===== config.mk =====
export PLATFORM = sky130hd
export DESIGN_NAME = vcg_top
export DESIGN_NICKNAME = d
export VERILOG_FILES = /design/src/hw/vcg_unused_placeholder_never.sv /design/src/hw/vcg_pkg.sv /design/src/hw/vcg_top.sv
export SDC_FILE = /design/constraint.sdc
export NUM_CORES = 2
export LEC_CHECK = 0
export ABC_CLOCK_PERIOD_IN_PS = 31000
export BUFFER_PORTS_ARGS = -buffer_cell sky130_fd_sc_hd__buf_4
export CAP_MARGIN = 5
export CORE_ASPECT_RATIO = 0.7
export CORE_MARGIN = 2
export CORE_UTILIZATION = 25
export CTS_CLUSTER_DIAMETER = 40
export DETAILED_ROUTE_END_ITERATION = 10
export GPL_ROUTABILITY_DRIVEN = 0
export PLACE_DENSITY = 0.43
export SYNTH_ARGS = -nofsm -noshare
export SYNTH_HDL_FRONTEND = slang
export SYNTH_SLANG_ARGS = --single-unit
export TNS_END_PERCENT = 5

===== constraint.sdc =====
create_clock -name REF_CLK -period 31 [get_ports REF_CLK]
set_clock_uncertainty 0.1 [all_clocks]
set_input_delay 1.55 -clock REF_CLK [delete_from_list [all_inputs] [get_ports REF_CLK]]
set_output_delay 1.55 -clock REF_CLK [all_outputs]
set_load 0.05 [all_outputs]

===== src/hw/vcg_unused_placeholder_never.sv =====
// empty design unit holder
`timescale 1ns/1ns
`default_nettype none
`default_nettype wire


===== src/hw/vcg_pkg.sv =====
// constants, types and register map of the valve cycle phase generator
package vcg_pkg;
  // clock and timing
  localparam int CLK_HZ      = 10_000_000;
  localparam int CLK_MHZ     = CLK_HZ / 1_000_000;
  localparam int DEB_TIME_US = 200;  // input settle time
  localparam int DEB_CYC     = DEB_TIME_US * CLK_MHZ;
  localparam int MS_TIME_US  = 1000; // ramp time unit
  localparam int MS_CYC_DEF  = MS_TIME_US * CLK_MHZ;
  // dither rate, kept as half-period clock counts
  localparam int DITH_HZ_DEF = 195;
  localparam int DITH_HZ_MIN = 130;
  localparam int DITH_HZ_MAX = 488;
  localparam logic [15:0] DITH_HP_DEF = 16'(CLK_HZ / (2 * DITH_HZ_DEF));
  localparam logic [15:0] DITH_HP_MAX = 16'(CLK_HZ / (2 * DITH_HZ_MIN));
  localparam logic [15:0] DITH_HP_MIN = 16'(CLK_HZ / (2 * DITH_HZ_MAX));
  localparam logic [11:0] DITH_AMP_DEF = 12'h020;
  // register offsets
  localparam logic [7:0] OFS_CTRL   = 8'h00;
  localparam logic [7:0] OFS_SCALE  = 8'h04;
  localparam logic [7:0] OFS_BIAS   = 8'h08;
  localparam logic [7:0] OFS_THR    = 8'h0C;
  localparam logic [7:0] OFS_DITH   = 8'h10;
  localparam logic [7:0] OFS_STATUS = 8'h14;
  localparam logic [7:0] OFS_PHASE  = 8'h20;
  localparam int PHASE_CNT = 6;
  // control fields
  localparam int CTRL_SEQ  = 0;  // 1 = sequenced mode
  localparam int CTRL_NC   = 1;  // 6 bits, 1 = input active low
  localparam int CTRL_IMP  = 7;  // 4 bits, 1 = switch impulsive
  localparam int CTRL_AFWD = 11; // forward starts after backward
  localparam int CTRL_ABWD = 12; // backward starts after forward
  localparam int CTRL_FCNT = 13; // 2 bits, forward phase count
  localparam int CTRL_BCNT = 15; // 2 bits, backward phase count
  // status fields
  localparam int STS_PH  = 0;
  localparam int STS_FWD = 3;
  localparam int STS_BWD = 4;
  localparam int STS_IN  = 5;
  localparam int STS_ALM = 11;
  localparam int STS_FLT = 16;
  // reset values
  localparam logic [31:0] CTRL_RST  = 32'h0001_4000;
  localparam logic [31:0] SCALE_RST = 32'h0FFF_0FFF;
  localparam logic [31:0] BIAS_RST  = 32'h0000_0000;
  localparam logic [31:0] THR_RST   = 32'h0000_0000;
  localparam logic [31:0] DITH_RST  = {4'h0, DITH_AMP_DEF, DITH_HP_DEF};
  localparam logic [31:0] PHASE_RST = 32'h0000_0000;
  // arithmetic and limits
  localparam logic [2:0] PH_NONE  = 3'h7;
  localparam logic [7:0] SPD_MAX  = 8'h64;  // 100 percent
  localparam logic [9:0] PCT_MUL  = 10'h28F; // 1/100 in 2^-16
  localparam logic [2:0] MAX_TOTAL = 3'h4;
  localparam logic [1:0] MAX_DIR   = 2'h3;
  typedef enum logic [5:0] {
    ST_IDLE  = 6'h01, ST_CHECK = 6'h02, ST_READY = 6'h04,
    ST_FWD   = 6'h08, ST_BWD   = 6'h10, ST_JOG   = 6'h20
  } vcg_state_e;
  typedef struct packed {
    logic [15:0] ramp;  // ramp time in ms
    logic [6:0]  rsvd;
    logic        neg;   // sequenced mode: drive negative side
    logic [7:0]  speed; // percent
  } vcg_phase_s;
  typedef struct packed {
    logic gen;
    logic under;
    logic over;
    logic shrt;
    logic open;
  } vcg_alarm_s;
endpackage : vcg_pkg


===== src/hw/vcg_top.sv =====
// valve cycle phase generator with apb register file
// Summary of operation
// - six inputs choose the active phase
// - input polarity configurable, high active default
// - fault output low while any fault
// - coil short, open or generator fault flagged
// - alarms for coil and temperature
// - separate positive and negative current scales
// - bias added above threshold, default zero
// - positive bias positive side, negative bias negative
// - dither rate 130 to 488 Hz, default 195
// - automatic cycle mode after reset
// - input change advances to next phase
// - fifth starts forward, sixth starts backward
// - first four inputs step cycle phases
// - four phases total, three per direction
// - each phase holds speed and ramp time
// - switches normally closed/open, impulsive/continuous
// - direction starts by input or automatically
// - phase, direction and inputs readable
// - sequenced mode picks one of six phases
// - sequenced mode inputs always level sensitive
// - enable low stops valve, resets generator
// - inputs checked before generator enabled
// - enable floating allows jogging by start inputs in automatic mode
//
// Design decisions made here: the APB slave port and the register addresses.
`timescale 1ns/1ns
`default_nettype none
module vcg_top #(
  parameter int MS_CYC = vcg_pkg::MS_CYC_DEF // cycles per ms
) (
  input  wire logic        REF_CLK,
  input  wire logic        RESET,
  input  wire logic        PSEL,
  input  wire logic        PENABLE,
  input  wire logic        PWRITE,
  input  wire logic [7:0]  PADDR,
  input  wire logic [31:0] PWDATA,
  output logic      [31:0] PRDATA,
  output logic             PREADY,
  output logic             PSLVERR,
  input  wire logic        ONOFF_IN_1,
  input  wire logic        ONOFF_IN_2,
  input  wire logic        ONOFF_IN_3,
  input  wire logic        ONOFF_IN_4,
  input  wire logic        START_FORWARD_IN,
  input  wire logic        START_BACKWARD_IN,
  input  wire logic        ENABLE_IN,
  input  wire logic        ENABLE_FLOAT,
  input  wire logic        COIL_OPEN,
  input  wire logic        COIL_SHORT,
  input  wire logic        OVER_TEMP,
  input  wire logic        UNDER_TEMP,
  output logic             FAULT_N,
  output logic      [15:0] CUR_CMD_A,
  output logic      [15:0] CUR_CMD_B
);
  // absolute difference of two signed levels
  function automatic logic [7:0] vcg_dist(logic signed [7:0] a,
                                          logic signed [7:0] b);
    logic signed [8:0] d;
    d = 9'(a) - 9'(b);
    return d[8] ? 8'(-d) : d[7:0];
  endfunction : vcg_dist

  logic [31:0] ctrl_reg;  // mode, polarity, start options
  logic [31:0] scale_reg; // positive low half, negative high
  logic [31:0] bias_reg;  // positive low half, negative high
  logic [31:0] thr_reg;   // bias threshold in percent
  logic [31:0] dith_reg;  // half period and amplitude
  vcg_pkg::vcg_phase_s phase_reg [vcg_pkg::PHASE_CNT];
  logic [5:0]  s1_reg, s2_reg;   // input synchroniser
  logic [5:0]  smp_reg, deb_reg; // debounce sample and result
  logic [11:0] dcnt_reg;         // debounce tick counter
  logic [5:0]  act, act_q_reg;   // active levels, previous
  logic        sw_ev;            // switch event, auto mode
  logic        fwd_go, bwd_go;   // start edges
  vcg_pkg::vcg_state_e st_reg;
  logic [2:0]  ph_reg, seq_ph;
  logic [1:0]  fcnt, bcnt;
  logic        gen_flt, seq_mode, en, drive;
  vcg_pkg::vcg_alarm_s alm_reg;
  logic signed [7:0] tgt, ref_reg, tgt_l_reg;
  logic [7:0]  d_l_reg;          // ramp distance
  logic [31:0] rl_reg, acc_reg;  // ramp length, accumulator
  logic [7:0]  mag;
  logic [15:0] hp, dith_cnt_reg;
  logic        dph_reg;          // dither polarity
  logic [33:0] prod;
  logic signed [18:0] sum;
  logic [15:0] cur_sat;
  logic        mapped, ph_hit;
  logic [31:0] rdata;

  assign seq_mode = ctrl_reg[vcg_pkg::CTRL_SEQ];
  assign fcnt     = ctrl_reg[vcg_pkg::CTRL_FCNT +: 2];
  assign bcnt     = ctrl_reg[vcg_pkg::CTRL_BCNT +: 2];
  assign en       = ENABLE_IN & ~ENABLE_FLOAT;
  // a bad phase split is a generator fault
  assign gen_flt  = ~seq_mode & (fcnt == 2'h0 | bcnt == 2'h0 |
                    3'(fcnt) + 3'(bcnt) > vcg_pkg::MAX_TOTAL);

  // two-stage synchroniser; stage one feeds stage two only
  always_ff @(posedge REF_CLK) begin
    if (RESET) begin
      s1_reg <= 6'h00;
      s2_reg <= 6'h00;
    end else begin
      s1_reg <= {START_BACKWARD_IN, START_FORWARD_IN, ONOFF_IN_4,
                 ONOFF_IN_3, ONOFF_IN_2, ONOFF_IN_1};
      s2_reg <= s1_reg;
    end
  end

  // shared tick debounce: two equal samples in a row are accepted,
  // so a bouncing contact yields one clean transition
  always_ff @(posedge REF_CLK) begin
    if (RESET) begin
      dcnt_reg <= 12'h000;
      smp_reg  <= 6'h00;
      deb_reg  <= 6'h00;
    end else if (dcnt_reg == 12'(vcg_pkg::DEB_CYC - 1)) begin
      dcnt_reg <= 12'h000;
      smp_reg  <= s2_reg;
      if (s2_reg == smp_reg) deb_reg <= s2_reg;
    end else begin
      dcnt_reg <= dcnt_reg + 12'h001;
    end
  end

  // polarity: a set bit makes the input active when low
  assign act = deb_reg ^ ctrl_reg[vcg_pkg::CTRL_NC +: 6];

  always_ff @(posedge REF_CLK) begin
    if (RESET) act_q_reg <= 6'h00;
    else       act_q_reg <= act;
  end

  // switch events and start edges
  always_comb begin
    sw_ev = 1'b0;
    for (int i = 0; i < 4; i++) begin
      if (ctrl_reg[vcg_pkg::CTRL_IMP + i])
        sw_ev = sw_ev | (act[i] & ~act_q_reg[i]);
      else
        sw_ev = sw_ev | (act[i] ^ act_q_reg[i]);
    end
    fwd_go = act[4] & ~act_q_reg[4];
    bwd_go = act[5] & ~act_q_reg[5];
  end

  // sequenced mode: lowest active input picks the phase, by level
  always_comb begin
    seq_ph = vcg_pkg::PH_NONE;
    for (int i = 5; i >= 0; i--) begin
      if (act[i]) seq_ph = 3'(i);
    end
  end

  // phase sequencer
  always_ff @(posedge REF_CLK) begin
    if (RESET) begin
      st_reg <= vcg_pkg::ST_IDLE;
      ph_reg <= vcg_pkg::PH_NONE;
    end else if (seq_mode) begin
      st_reg <= vcg_pkg::ST_IDLE;
      ph_reg <= en ? seq_ph : vcg_pkg::PH_NONE;
    end else if (ENABLE_FLOAT) begin
      st_reg <= vcg_pkg::ST_JOG;
      ph_reg <= vcg_pkg::PH_NONE;
    end else if (~en | gen_flt) begin
      st_reg <= vcg_pkg::ST_IDLE;
      ph_reg <= vcg_pkg::PH_NONE;
    end else begin
      unique case (st_reg)
        vcg_pkg::ST_IDLE, vcg_pkg::ST_JOG: begin
          st_reg <= vcg_pkg::ST_CHECK;
        end
        vcg_pkg::ST_CHECK: begin
          // starts must be released before the generator runs
          if (~act[4] & ~act[5]) st_reg <= vcg_pkg::ST_READY;
        end
        vcg_pkg::ST_READY: begin
          if (fwd_go) begin
            st_reg <= vcg_pkg::ST_FWD;
            ph_reg <= 3'h0;
          end else if (bwd_go) begin
            st_reg <= vcg_pkg::ST_BWD;
            ph_reg <= 3'(fcnt);
          end
        end
        vcg_pkg::ST_FWD: begin
          if (sw_ev) begin
            if (ph_reg == 3'(fcnt) - 3'h1) begin
              if (ctrl_reg[vcg_pkg::CTRL_ABWD]) begin
                st_reg <= vcg_pkg::ST_BWD;
                ph_reg <= 3'(fcnt);
              end else begin
                st_reg <= vcg_pkg::ST_READY;
                ph_reg <= vcg_pkg::PH_NONE;
              end
            end else begin
              ph_reg <= ph_reg + 3'h1;
            end
          end
        end
        vcg_pkg::ST_BWD: begin
          if (sw_ev) begin
            if (ph_reg == 3'(fcnt) + 3'(bcnt) - 3'h1) begin
              if (ctrl_reg[vcg_pkg::CTRL_AFWD]) begin
                st_reg <= vcg_pkg::ST_FWD;
                ph_reg <= 3'h0;
              end else begin
                st_reg <= vcg_pkg::ST_READY;
                ph_reg <= vcg_pkg::PH_NONE;
              end
            end else begin
              ph_reg <= ph_reg + 3'h1;
            end
          end
        end
      endcase
    end
  end

  // signed target: forward positive, backward negative
  always_comb begin
    tgt = 8'sh00;
    if (st_reg == vcg_pkg::ST_JOG) begin
      // jog uses the first phase speed
      if (act[4] & ~act[5])
        tgt = 8'(phase_reg[0].speed);
      else if (act[5] & ~act[4])
        tgt = -8'(phase_reg[0].speed);
    end else if (ph_reg != vcg_pkg::PH_NONE) begin
      tgt = 8'(phase_reg[ph_reg].speed);
      if (seq_mode ? phase_reg[ph_reg].neg : st_reg == vcg_pkg::ST_BWD)
        tgt = -tgt;
    end
  end
  assign drive = en | ENABLE_FLOAT;

  // linear ramp: distance times clock against ramp length
  always_ff @(posedge REF_CLK) begin
    if (RESET | ~drive) begin
      ref_reg   <= 8'sh00;
      tgt_l_reg <= 8'sh00;
      d_l_reg   <= 8'h00;
      rl_reg    <= 32'h0000_0000;
      acc_reg   <= 32'h0000_0000;
    end else if (tgt != tgt_l_reg) begin
      tgt_l_reg <= tgt;
      d_l_reg   <= vcg_dist(tgt, ref_reg);
      // no phase (idle, jog, none selected) has no stored ramp: jump
      rl_reg    <= (ph_reg == vcg_pkg::PH_NONE) ? 32'h0000_0000
                   : 32'(phase_reg[ph_reg].ramp) * 32'(MS_CYC);
      acc_reg   <= 32'h0000_0000;
    end else if (ref_reg != tgt_l_reg) begin
      if (rl_reg == 32'h0000_0000) begin
        ref_reg <= tgt_l_reg;
      end else if (acc_reg + 32'(d_l_reg) >= rl_reg) begin
        acc_reg <= acc_reg + 32'(d_l_reg) - rl_reg;
        ref_reg <= ref_reg + (tgt_l_reg > ref_reg ? 8'sh01 : -8'sh01);
      end else begin
        acc_reg <= acc_reg + 32'(d_l_reg);
      end
    end
  end

  // dither square wave, period clamped to the legal rate band
  always_comb begin
    hp = dith_reg[15:0];
    if (hp < vcg_pkg::DITH_HP_MIN) hp = vcg_pkg::DITH_HP_MIN;
    if (hp > vcg_pkg::DITH_HP_MAX) hp = vcg_pkg::DITH_HP_MAX;
  end
  always_ff @(posedge REF_CLK) begin
    if (RESET) begin
      dith_cnt_reg <= 16'h0000;
      dph_reg      <= 1'b0;
    end else if (dith_cnt_reg >= hp - 16'h0001) begin
      dith_cnt_reg <= 16'h0000;
      dph_reg      <= ~dph_reg;
    end else begin
      dith_cnt_reg <= dith_cnt_reg + 16'h0001;
    end
  end

  // current command: scale, bias above threshold, dither
  always_comb begin
    mag  = vcg_dist(ref_reg, 8'sh00);
    prod = 34'(mag) * 34'(ref_reg[7] ? scale_reg[31:16]
           : scale_reg[15:0]) * 34'(vcg_pkg::PCT_MUL);
    sum  = 19'(prod[31:16]);
    if (mag > thr_reg[7:0])
      sum = sum + 19'(ref_reg[7] ? bias_reg[31:16]
            : bias_reg[15:0]);
    if (mag != 8'h00)
      sum = dph_reg ? sum + 19'(dith_reg[27:16])
            : sum - 19'(dith_reg[27:16]);
    if (sum < 19'sh0) cur_sat = 16'h0000;
    else if (sum > 19'sh0FFFF) cur_sat = 16'hFFFF;
    else cur_sat = sum[15:0];
  end
  always_ff @(posedge REF_CLK) begin
    if (RESET) begin
      CUR_CMD_A <= 16'h0000;
      CUR_CMD_B <= 16'h0000;
    end else begin
      CUR_CMD_A <= (drive & ~ref_reg[7]) ? cur_sat : 16'h0000;
      CUR_CMD_B <= (drive & ref_reg[7]) ? cur_sat : 16'h0000;
    end
  end

  // alarms and fault pin
  always_ff @(posedge REF_CLK) begin
    if (RESET) begin
      alm_reg <= '0;
      FAULT_N <= 1'b1;
    end else begin
      alm_reg <= {gen_flt, UNDER_TEMP, OVER_TEMP, COIL_SHORT,
                  COIL_OPEN};
      FAULT_N <= ~(gen_flt | UNDER_TEMP | OVER_TEMP | COIL_SHORT |
                   COIL_OPEN);
    end
  end

  // apb decode; zero wait states
  assign ph_hit = PADDR[7:5] == vcg_pkg::OFS_PHASE[7:5] &
                  PADDR[4:2] < 3'(vcg_pkg::PHASE_CNT) & PADDR[1:0] == 2'h0;
  assign mapped = ph_hit | PADDR == vcg_pkg::OFS_CTRL |
                  PADDR == vcg_pkg::OFS_SCALE | PADDR == vcg_pkg::OFS_BIAS |
                  PADDR == vcg_pkg::OFS_THR | PADDR == vcg_pkg::OFS_DITH |
                  PADDR == vcg_pkg::OFS_STATUS;
  assign PREADY  = 1'b1;
  assign PSLVERR = PSEL & PENABLE & ~mapped;

  // register writes in the access phase
  always_ff @(posedge REF_CLK) begin
    if (RESET) begin
      ctrl_reg  <= vcg_pkg::CTRL_RST;
      scale_reg <= vcg_pkg::SCALE_RST;
      bias_reg  <= vcg_pkg::BIAS_RST;
      thr_reg   <= vcg_pkg::THR_RST;
      dith_reg  <= vcg_pkg::DITH_RST;
      for (int i = 0; i < vcg_pkg::PHASE_CNT; i++)
        phase_reg[i] <= vcg_pkg::PHASE_RST;
    end else if (PSEL & PENABLE & PWRITE) begin
      if (ph_hit) phase_reg[PADDR[4:2]] <= PWDATA;
      else if (PADDR == vcg_pkg::OFS_CTRL) ctrl_reg <= PWDATA;
      else if (PADDR == vcg_pkg::OFS_SCALE) scale_reg <= PWDATA;
      else if (PADDR == vcg_pkg::OFS_BIAS) bias_reg <= PWDATA;
      else if (PADDR == vcg_pkg::OFS_THR) thr_reg <= PWDATA;
      else if (PADDR == vcg_pkg::OFS_DITH) dith_reg <= PWDATA;
    end
  end

  // read mux; status shows phase, direction, debounced inputs, alarms
  always_comb begin
    rdata = 32'h0000_0000;
    if (ph_hit) rdata = phase_reg[PADDR[4:2]];
    else if (PADDR == vcg_pkg::OFS_CTRL) rdata = ctrl_reg;
    else if (PADDR == vcg_pkg::OFS_SCALE) rdata = scale_reg;
    else if (PADDR == vcg_pkg::OFS_BIAS) rdata = bias_reg;
    else if (PADDR == vcg_pkg::OFS_THR) rdata = thr_reg;
    else if (PADDR == vcg_pkg::OFS_DITH) rdata = dith_reg;
    else if (PADDR == vcg_pkg::OFS_STATUS) begin
      rdata[vcg_pkg::STS_PH +: 3]  = ph_reg;
      rdata[vcg_pkg::STS_FWD]      = st_reg == vcg_pkg::ST_FWD;
      rdata[vcg_pkg::STS_BWD]      = st_reg == vcg_pkg::ST_BWD;
      rdata[vcg_pkg::STS_IN +: 6]  = deb_reg;
      rdata[vcg_pkg::STS_ALM +: 5] = alm_reg;
      rdata[vcg_pkg::STS_FLT]      = ~FAULT_N;
    end
  end
  // read data captured in the setup cycle
  always_ff @(posedge REF_CLK) begin
    if (RESET) PRDATA <= 32'h0000_0000;
    else if (PSEL & ~PENABLE & ~PWRITE) PRDATA <= rdata;
  end
endmodule : vcg_top
`default_nettype wire


======== Word level (Yosys, flattened, before mapping) ========
Memories as Yosys holds them, arrays and structs flattened. A register that Yosys moved wholly into a read port is not among the register bits.
Index checks and enable logic that the tools add are counted.
cells by class
  add/sub/neg operators ................... 18
  $mul .................................... 3
  order comparisons ....................... 10
  eq/ne operators ......................... 35
  muxes and demuxes ....................... 76
  bitwise gates (word level) .............. 74
  reductions and logical operators ........ 28
operators by type and width
  operator                                                                 number
  32-bit 2-to-1 mux                                                        7
  16-bit 2-to-1 mux                                                        6
  8-bit 2-to-1 mux                                                         10
  3-bit 2-to-1 mux                                                         20
  6-bit 2-to-1 mux                                                         9
  17-bit 2-to-1 mux                                                        3
  19-bit 2-to-1 mux                                                        2
  32-bit by 8-bit adder with 32-bit output                                 1
  32-bit greater-or-equal comparator                                       1
  32-bit zero test                                                         1
  24-bit by 10-bit multiplier with 32-bit output (second input constant)   1
  8-bit negator                                                            4
  32-bit OR reduction                                                      1
  32-bit subtractor                                                        1
  30-bit 2-to-1 mux                                                        1
  6-bit one-hot mux with 5 select lines                                    1
  1-bit NOT                                                                28
  16-bit by 10-bit multiplier with 26-bit output (second input constant)   1
  8-bit by 16-bit multiplier with 24-bit output                            1
  1-bit OR                                                                 21
  1-bit AND                                                                20
  4-bit inequality test (second input constant)                            5
  19-bit by 12-bit adder with 19-bit output                                1
  19-bit by 17-bit > comparator with 1-bit output (second input constant)  1
  other kinds (58)                                                         97
storage, ports and cells
  bits in registers ....................... 386
  memory bits (writable) .................. 192
  input bits .............................. 57
  output and inout bits ................... 67
  word-level logic and storage cells ...... 275
  memories kept ........................... 1
memory list
  name       words  width  read ports  clocked after Yosys merged registers in  write ports  line           RTL
  phase_reg  6      32     3           1                                        6            vcg_top.sv:72  vcg_pkg::vcg_phase_s phase_reg [vcg_pkg::PHASE_CNT];

======== Logic depth before layout (Yosys ltp) ========
  depth in word-level cells ............... 16
  gate-level depth with buffers ........... 65

======== Worst setup path after synthesis ========
No wires, ideal clock.
  path type ............................... flip-flop to flip-flop
  from .................................... reg ref_reg[0]
  to ...................................... reg CUR_CMD_B[13]
  library setup time ...................... 0.066 ns
  arrival ................................. 12.823 ns
  data required time ...................... 30.834 ns
  path slack .............................. 18.011 ns
  stages on the path, launching flop included .. 59
  clock period less this slack ............ 12.989 ns
  path through ............................ dfxtp_1 -> clkinv_1 -> ha_1 -> nand2_1 -> o21ai_0 -> xnor2_1 -> clkbuf_1 -> nor2_1 -> fa_1 -> fa_1 -> ha_1 -> inv_1 -> fa_1 -> inv_1 -> ha_1 -> a21o_1 -> a21oi_1 -> o21bai_1 -> (+23 left out) -> o21bai_1 -> a21oi_1 -> nor2_1 -> o21ai_0 -> nor2b_1 -> xor2_1 -> a21oi_1 -> ha_1 -> o31ai_1 -> a221oi_1 -> o21ai_0 -> nand3_1 -> or3_1 -> o221ai_1 -> nand4_1 -> buf_2 -> and3_1 -> nor2_1
between the ends
  word-level cells in the longest chain between the ends .. 12
RTL lines
  what                                                                                                         line                            RTL
  start: declaration                                                                                           vcg_top.sv:84                   logic signed [7:0] tgt, ref_reg, tgt_l_reg;
  start signal: assignment                                                                                     vcg_top.sv:261                  ref_reg <= tgt_l_reg;
  start signal: assignment                                                                                     vcg_top.sv:264                  ref_reg <= ref_reg + (tgt_l_reg > ref_reg ? 8'sh01 : -8'sh01);
  8-bit negator                                                                                                vcg_top.sv:64                   return d[8] ? 8'(-d) : d[7:0];
  8-bit 2-to-1 mux *                                                                                           vcg_top.sv:64
  8-bit by 16-bit multiplier with 24-bit output                                                                vcg_top.sv:292                  prod = 34'(mag) * 34'(ref_reg[7] ? scale_reg[31:16]
  24-bit by 10-bit multiplier with 32-bit output                                                               vcg_top.sv:293                  : scale_reg[15:0]) * 34'(vcg_pkg::PCT_MUL);
  16-bit by 16-bit adder with 17-bit output                                                                    vcg_top.sv:296                  sum = sum + 19'(ref_reg[7] ? bias_reg[31:16]
  17-bit 2-to-1 mux                                                                                            vcg_top.sv:295                  if (mag > thr_reg[7:0])
  19-bit by 12-bit subtractor with 19-bit output or 19-bit by 12-bit adder with 19-bit output (tied branches)  vcg_top.sv:300, vcg_top.sv:299
  19-bit 2-to-1 mux                                                                                            vcg_top.sv:299                  sum = dph_reg ? sum + 19'(dith_reg[27:16])
  19-bit 2-to-1 mux *                                                                                          vcg_top.sv:298                  if (mag != 8'h00)
  19-bit by 17-bit > comparator with 1-bit output                                                              vcg_top.sv:302                  else if (sum > 19'sh0FFFF) cur_sat = 16'hFFFF;
  16-bit 2-to-1 mux                                                                                            vcg_top.sv:302
  16-bit 2-to-1 mux *                                                                                          vcg_top.sv:301                  if (sum < 19'sh0) cur_sat = 16'h0000;
  end signal: assignment                                                                                       vcg_top.sv:311                  CUR_CMD_B <= (drive & ref_reg[7]) ? cur_sat : 16'h0000;
  end: declaration                                                                                             vcg_top.sv:57                   output logic [15:0] CUR_CMD_B
Every way passes the cells marked *; elsewhere a longest branch is shown, timed or not.
A chain may end at the register's enable or synchronous reset.

======== Worst setup path in the final report ========
Same ends and word-level chain as after synthesis.

==> reports/qor.yml <==
detailed_routing:
  ant_nets: 0
  vias: 35450
  firstDrtPassIters: 7
  wl_per_cell_microns: 21.53
  drtIter0Drc: 3068
  wirelength_mm: 160.2
  routed_via_density: 4.764
  drc: 0
setup_path:
  arrival_ns: 16.70
  cp-end-kind: "register"
  reg2regPathDepth: 56
  r2r_start: "ref_reg[0]$_SDFFE_PP0P_"
  cpPeakStageDelay_ns: 0.84
  cp.required_ns: 31.56
  critPathTopFamily: "adder cells"
  rrSetupSlack_ns: 14.86
  crit_path_end: "CUR_CMD_B[13]$_SDFF_PP0_"
  cp.depth: 56
  crit_path_top_delay_cell: "xnor2_1"
  crit_buf_inv: 7
  timing.rr.end: "CUR_CMD_B[13]$_SDFF_PP0_"
  start_kind: "register"
  worstSetupPathType: "reg2reg"
  crit_start: "ref_reg[0]$_SDFFE_PP0P_"
  crit_fanout: 17
outcome:
  status: "complete, no violations"
synth:
  synth_area_leaders: "edfxtp_1 17%, dfxtp_1 17%, ha_1 10%"
  syn_avg_cell_area_sq_um: 9.454
  yosys_warnings: 0
  synth-edff-count: 256
  synth_common_cells: "522 x nand2_1, 476 x inv_1, 397 x nor2_1, 383 x dfxtp_1, 382 x ha_1"
  synthFlopType: "dfxtp_1"
  synth_top_area_share: 0.1681
  synth_async_sr_flop_share: 0
  synth.distinct_cells: 95
  netlist_instances: 4836
  synth_seq_cells: 639
  synth_area_sq_mm: 0.04572
  synth.yosys.seq_area_share: 0.3358
  yosysMostFrequentCell: "nand2_1"
  synth_top_cell_by_area: "edfxtp_1"
global_routing:
  grt_max_degree: 92
  overflow: 0
  grt_usage: 0.1711
  antenna_found_initial: 12
  grt_pass1_vias: 34670
  grt_pass1_wl_mm: 237.1
worst_hold_path:
  whs_path_depth: 1
  hp-class: "reg2reg"
timing:
  max_freq_ghz: 0.06196
  tightest_slew_ns: 1.198
  rsz0062_at_grt: "false"
  slew_violations: 0
  hold_viol_final: 0
  slew_headroom: 0.1784
  finalSetupViolations: 0
  setup_tns_ns: 0
  post-route-min-period_ns: 16.14
  post-route-period-util: 0.5207
die:
  die_w_microns: 515.1
  num_rows: 131
  core_sq_mm: 0.1819
  io-pin-count: 124
  start_util: 0.2513
  die_h_microns: 361.8
  fp.dieArea_sq_mm: 0.1864
clock_network:
  clkSinkCount: 639
  postCtsHoldBufs: 0
  clk_path_buf_depth: 3
  numCtsBuffers: 101
  htree_levels: 3
  ctsResizeCount: 0
  cts_setup_buffers: 0
  clk_pin_slew_ns: 0.06
  tritoncts: "done"
  clk_latency_ns: 0.75
  cts_root_buf: "clkbuf_16"
finish:
  layout-drive-gt1-share: 0.1153
  syn2layout_area_growth_pct: 15.90
  nets: 5589
  fillers: 19150
  largest_register_ffs: 256
place:
  dp_hpwl_mm: 118.2
  io_buffers: 122
flow_run:
  maxCapViolCount: 0
[logic make-up after synthesis]
logic type      synth area share
buf+inv                  0.06155
flops                     0.3358
simple gates              0.1641
fa+ha+maj                 0.1917
xor+xnor                 0.04455
mux                      0.08639
compound gates            0.1157
other cells            0.0001643
[cells in the final DEF (no fill, tap or decap), types with 13 or more instances in the layout]
| cell type | count |
|---|---|
| a211oi_1 | 29 |
| a21o_1 | 64 |
| a21oi_1 | 308 |
| a22oi_1 | 56 |
| a31oi_1 | 32 |
| and2_1 | 215 |
| and3_1 | 53 |
| buf_4 | 187 |
| clkbuf_1 | 13 |
| clkbuf_16 | 104 |
| clkinv_2 | 14 |
| conb_1 | 65 |
| dfxtp_1 | 379 |
| edfxtp_1 | 256 |
| fa_1 | 199 |
| ha_1 | 382 |
| inv_1 | 476 |
| mux2_2 | 33 |
| mux2i_1 | 96 |
| mux4_2 | 114 |
| nand2_1 | 519 |
| nand2b_1 | 42 |
| nand3_1 | 54 |
| nand3b_1 | 41 |
| nand4_1 | 20 |
| nor2_1 | 395 |
| nor2b_1 | 49 |
| nor3_1 | 65 |
| nor4_1 | 18 |
| o211ai_1 | 30 |
| o21a_1 | 18 |
| o21ai_0 | 150 |
| o21bai_1 | 20 |
| o22ai_1 | 43 |
| or2_2 | 19 |
| or3_1 | 26 |
| xnor2_1 | 136 |
| xor2_1 | 93 |
[routing by layer]
layer / up-vias / GRT usage / routed length [microns]
met5: - / 0.002585 / 72
met4: 4 / 0.04211 / 3737
met3: 173 / 0.05046 / 13820
met2: 1125 / 0.2360 / 63760
met1: 17340 / 0.2554 / 78760
li1: 16810 / - / -
[worst min-delay path by stage]
| stage | from | endpoint | slack, ns |
|---|---|---|---|
| after global placement | s1_reg[1]$_SDFF_PP0_ | s2_reg[1]$_SDFF_PP0_ | 0.32 |
| after global routing | s1_reg[3]$_SDFF_PP0_ | s2_reg[3]$_SDFF_PP0_ | 0.36 |
| after CTS | s1_reg[1]$_SDFF_PP0_ | s2_reg[1]$_SDFF_PP0_ | 0.34 |
| final | s1_reg[1]$_SDFF_PP0_ | s2_reg[1]$_SDFF_PP0_ | 0.33 |
| after floorplan | dcnt_reg[0]$_SDFF_PP0_ | dcnt_reg[0]$_SDFF_PP0_ | 0.31 |
| after detailed placement | s1_reg[0]$_SDFF_PP0_ | s2_reg[0]$_SDFF_PP0_ | 0.32 |
[stage by stage]
step | setup WS [ns] | hold slack [ns] | util | instances | cell area (sq um)
2_1_floorplan | 18.01 | 0.3130 | - | 4899 | 45960
3_3_place_gp | 15.46 | 0.3226 | 0.2719 | 7242 | 49460
3_5_place_dp | 15.20 | 0.3231 | 0.2719 | 7242 | 49460
4_1_cts | 15.17 | 0.3372 | 0.2912 | 7433 | 52980
5_1_grt | 13.81 | 0.3641 | 0.2912 | 7435 | 52980
6_report | 14.86 | 0.3346 | 0.2913 | 7440 | 52990
[final cells by class]
type                       instances  area, sq um  area share
multi-input combinational       3538        27870      0.5259
sequential                       639        15360      0.2899
tap                             2394         2995     0.05652
clock buffer                     123         2734     0.05159
inverter                         482         1809     0.03414
timing repair buffer             189         1429     0.02696
clock inverter                    68        778.2     0.01469
antenna                            7        17.52   0.0003305
Power is left out: the tool's default activity adds up to more than one toggle a clock period on the data nets, which glitch-free logic cannot reach.
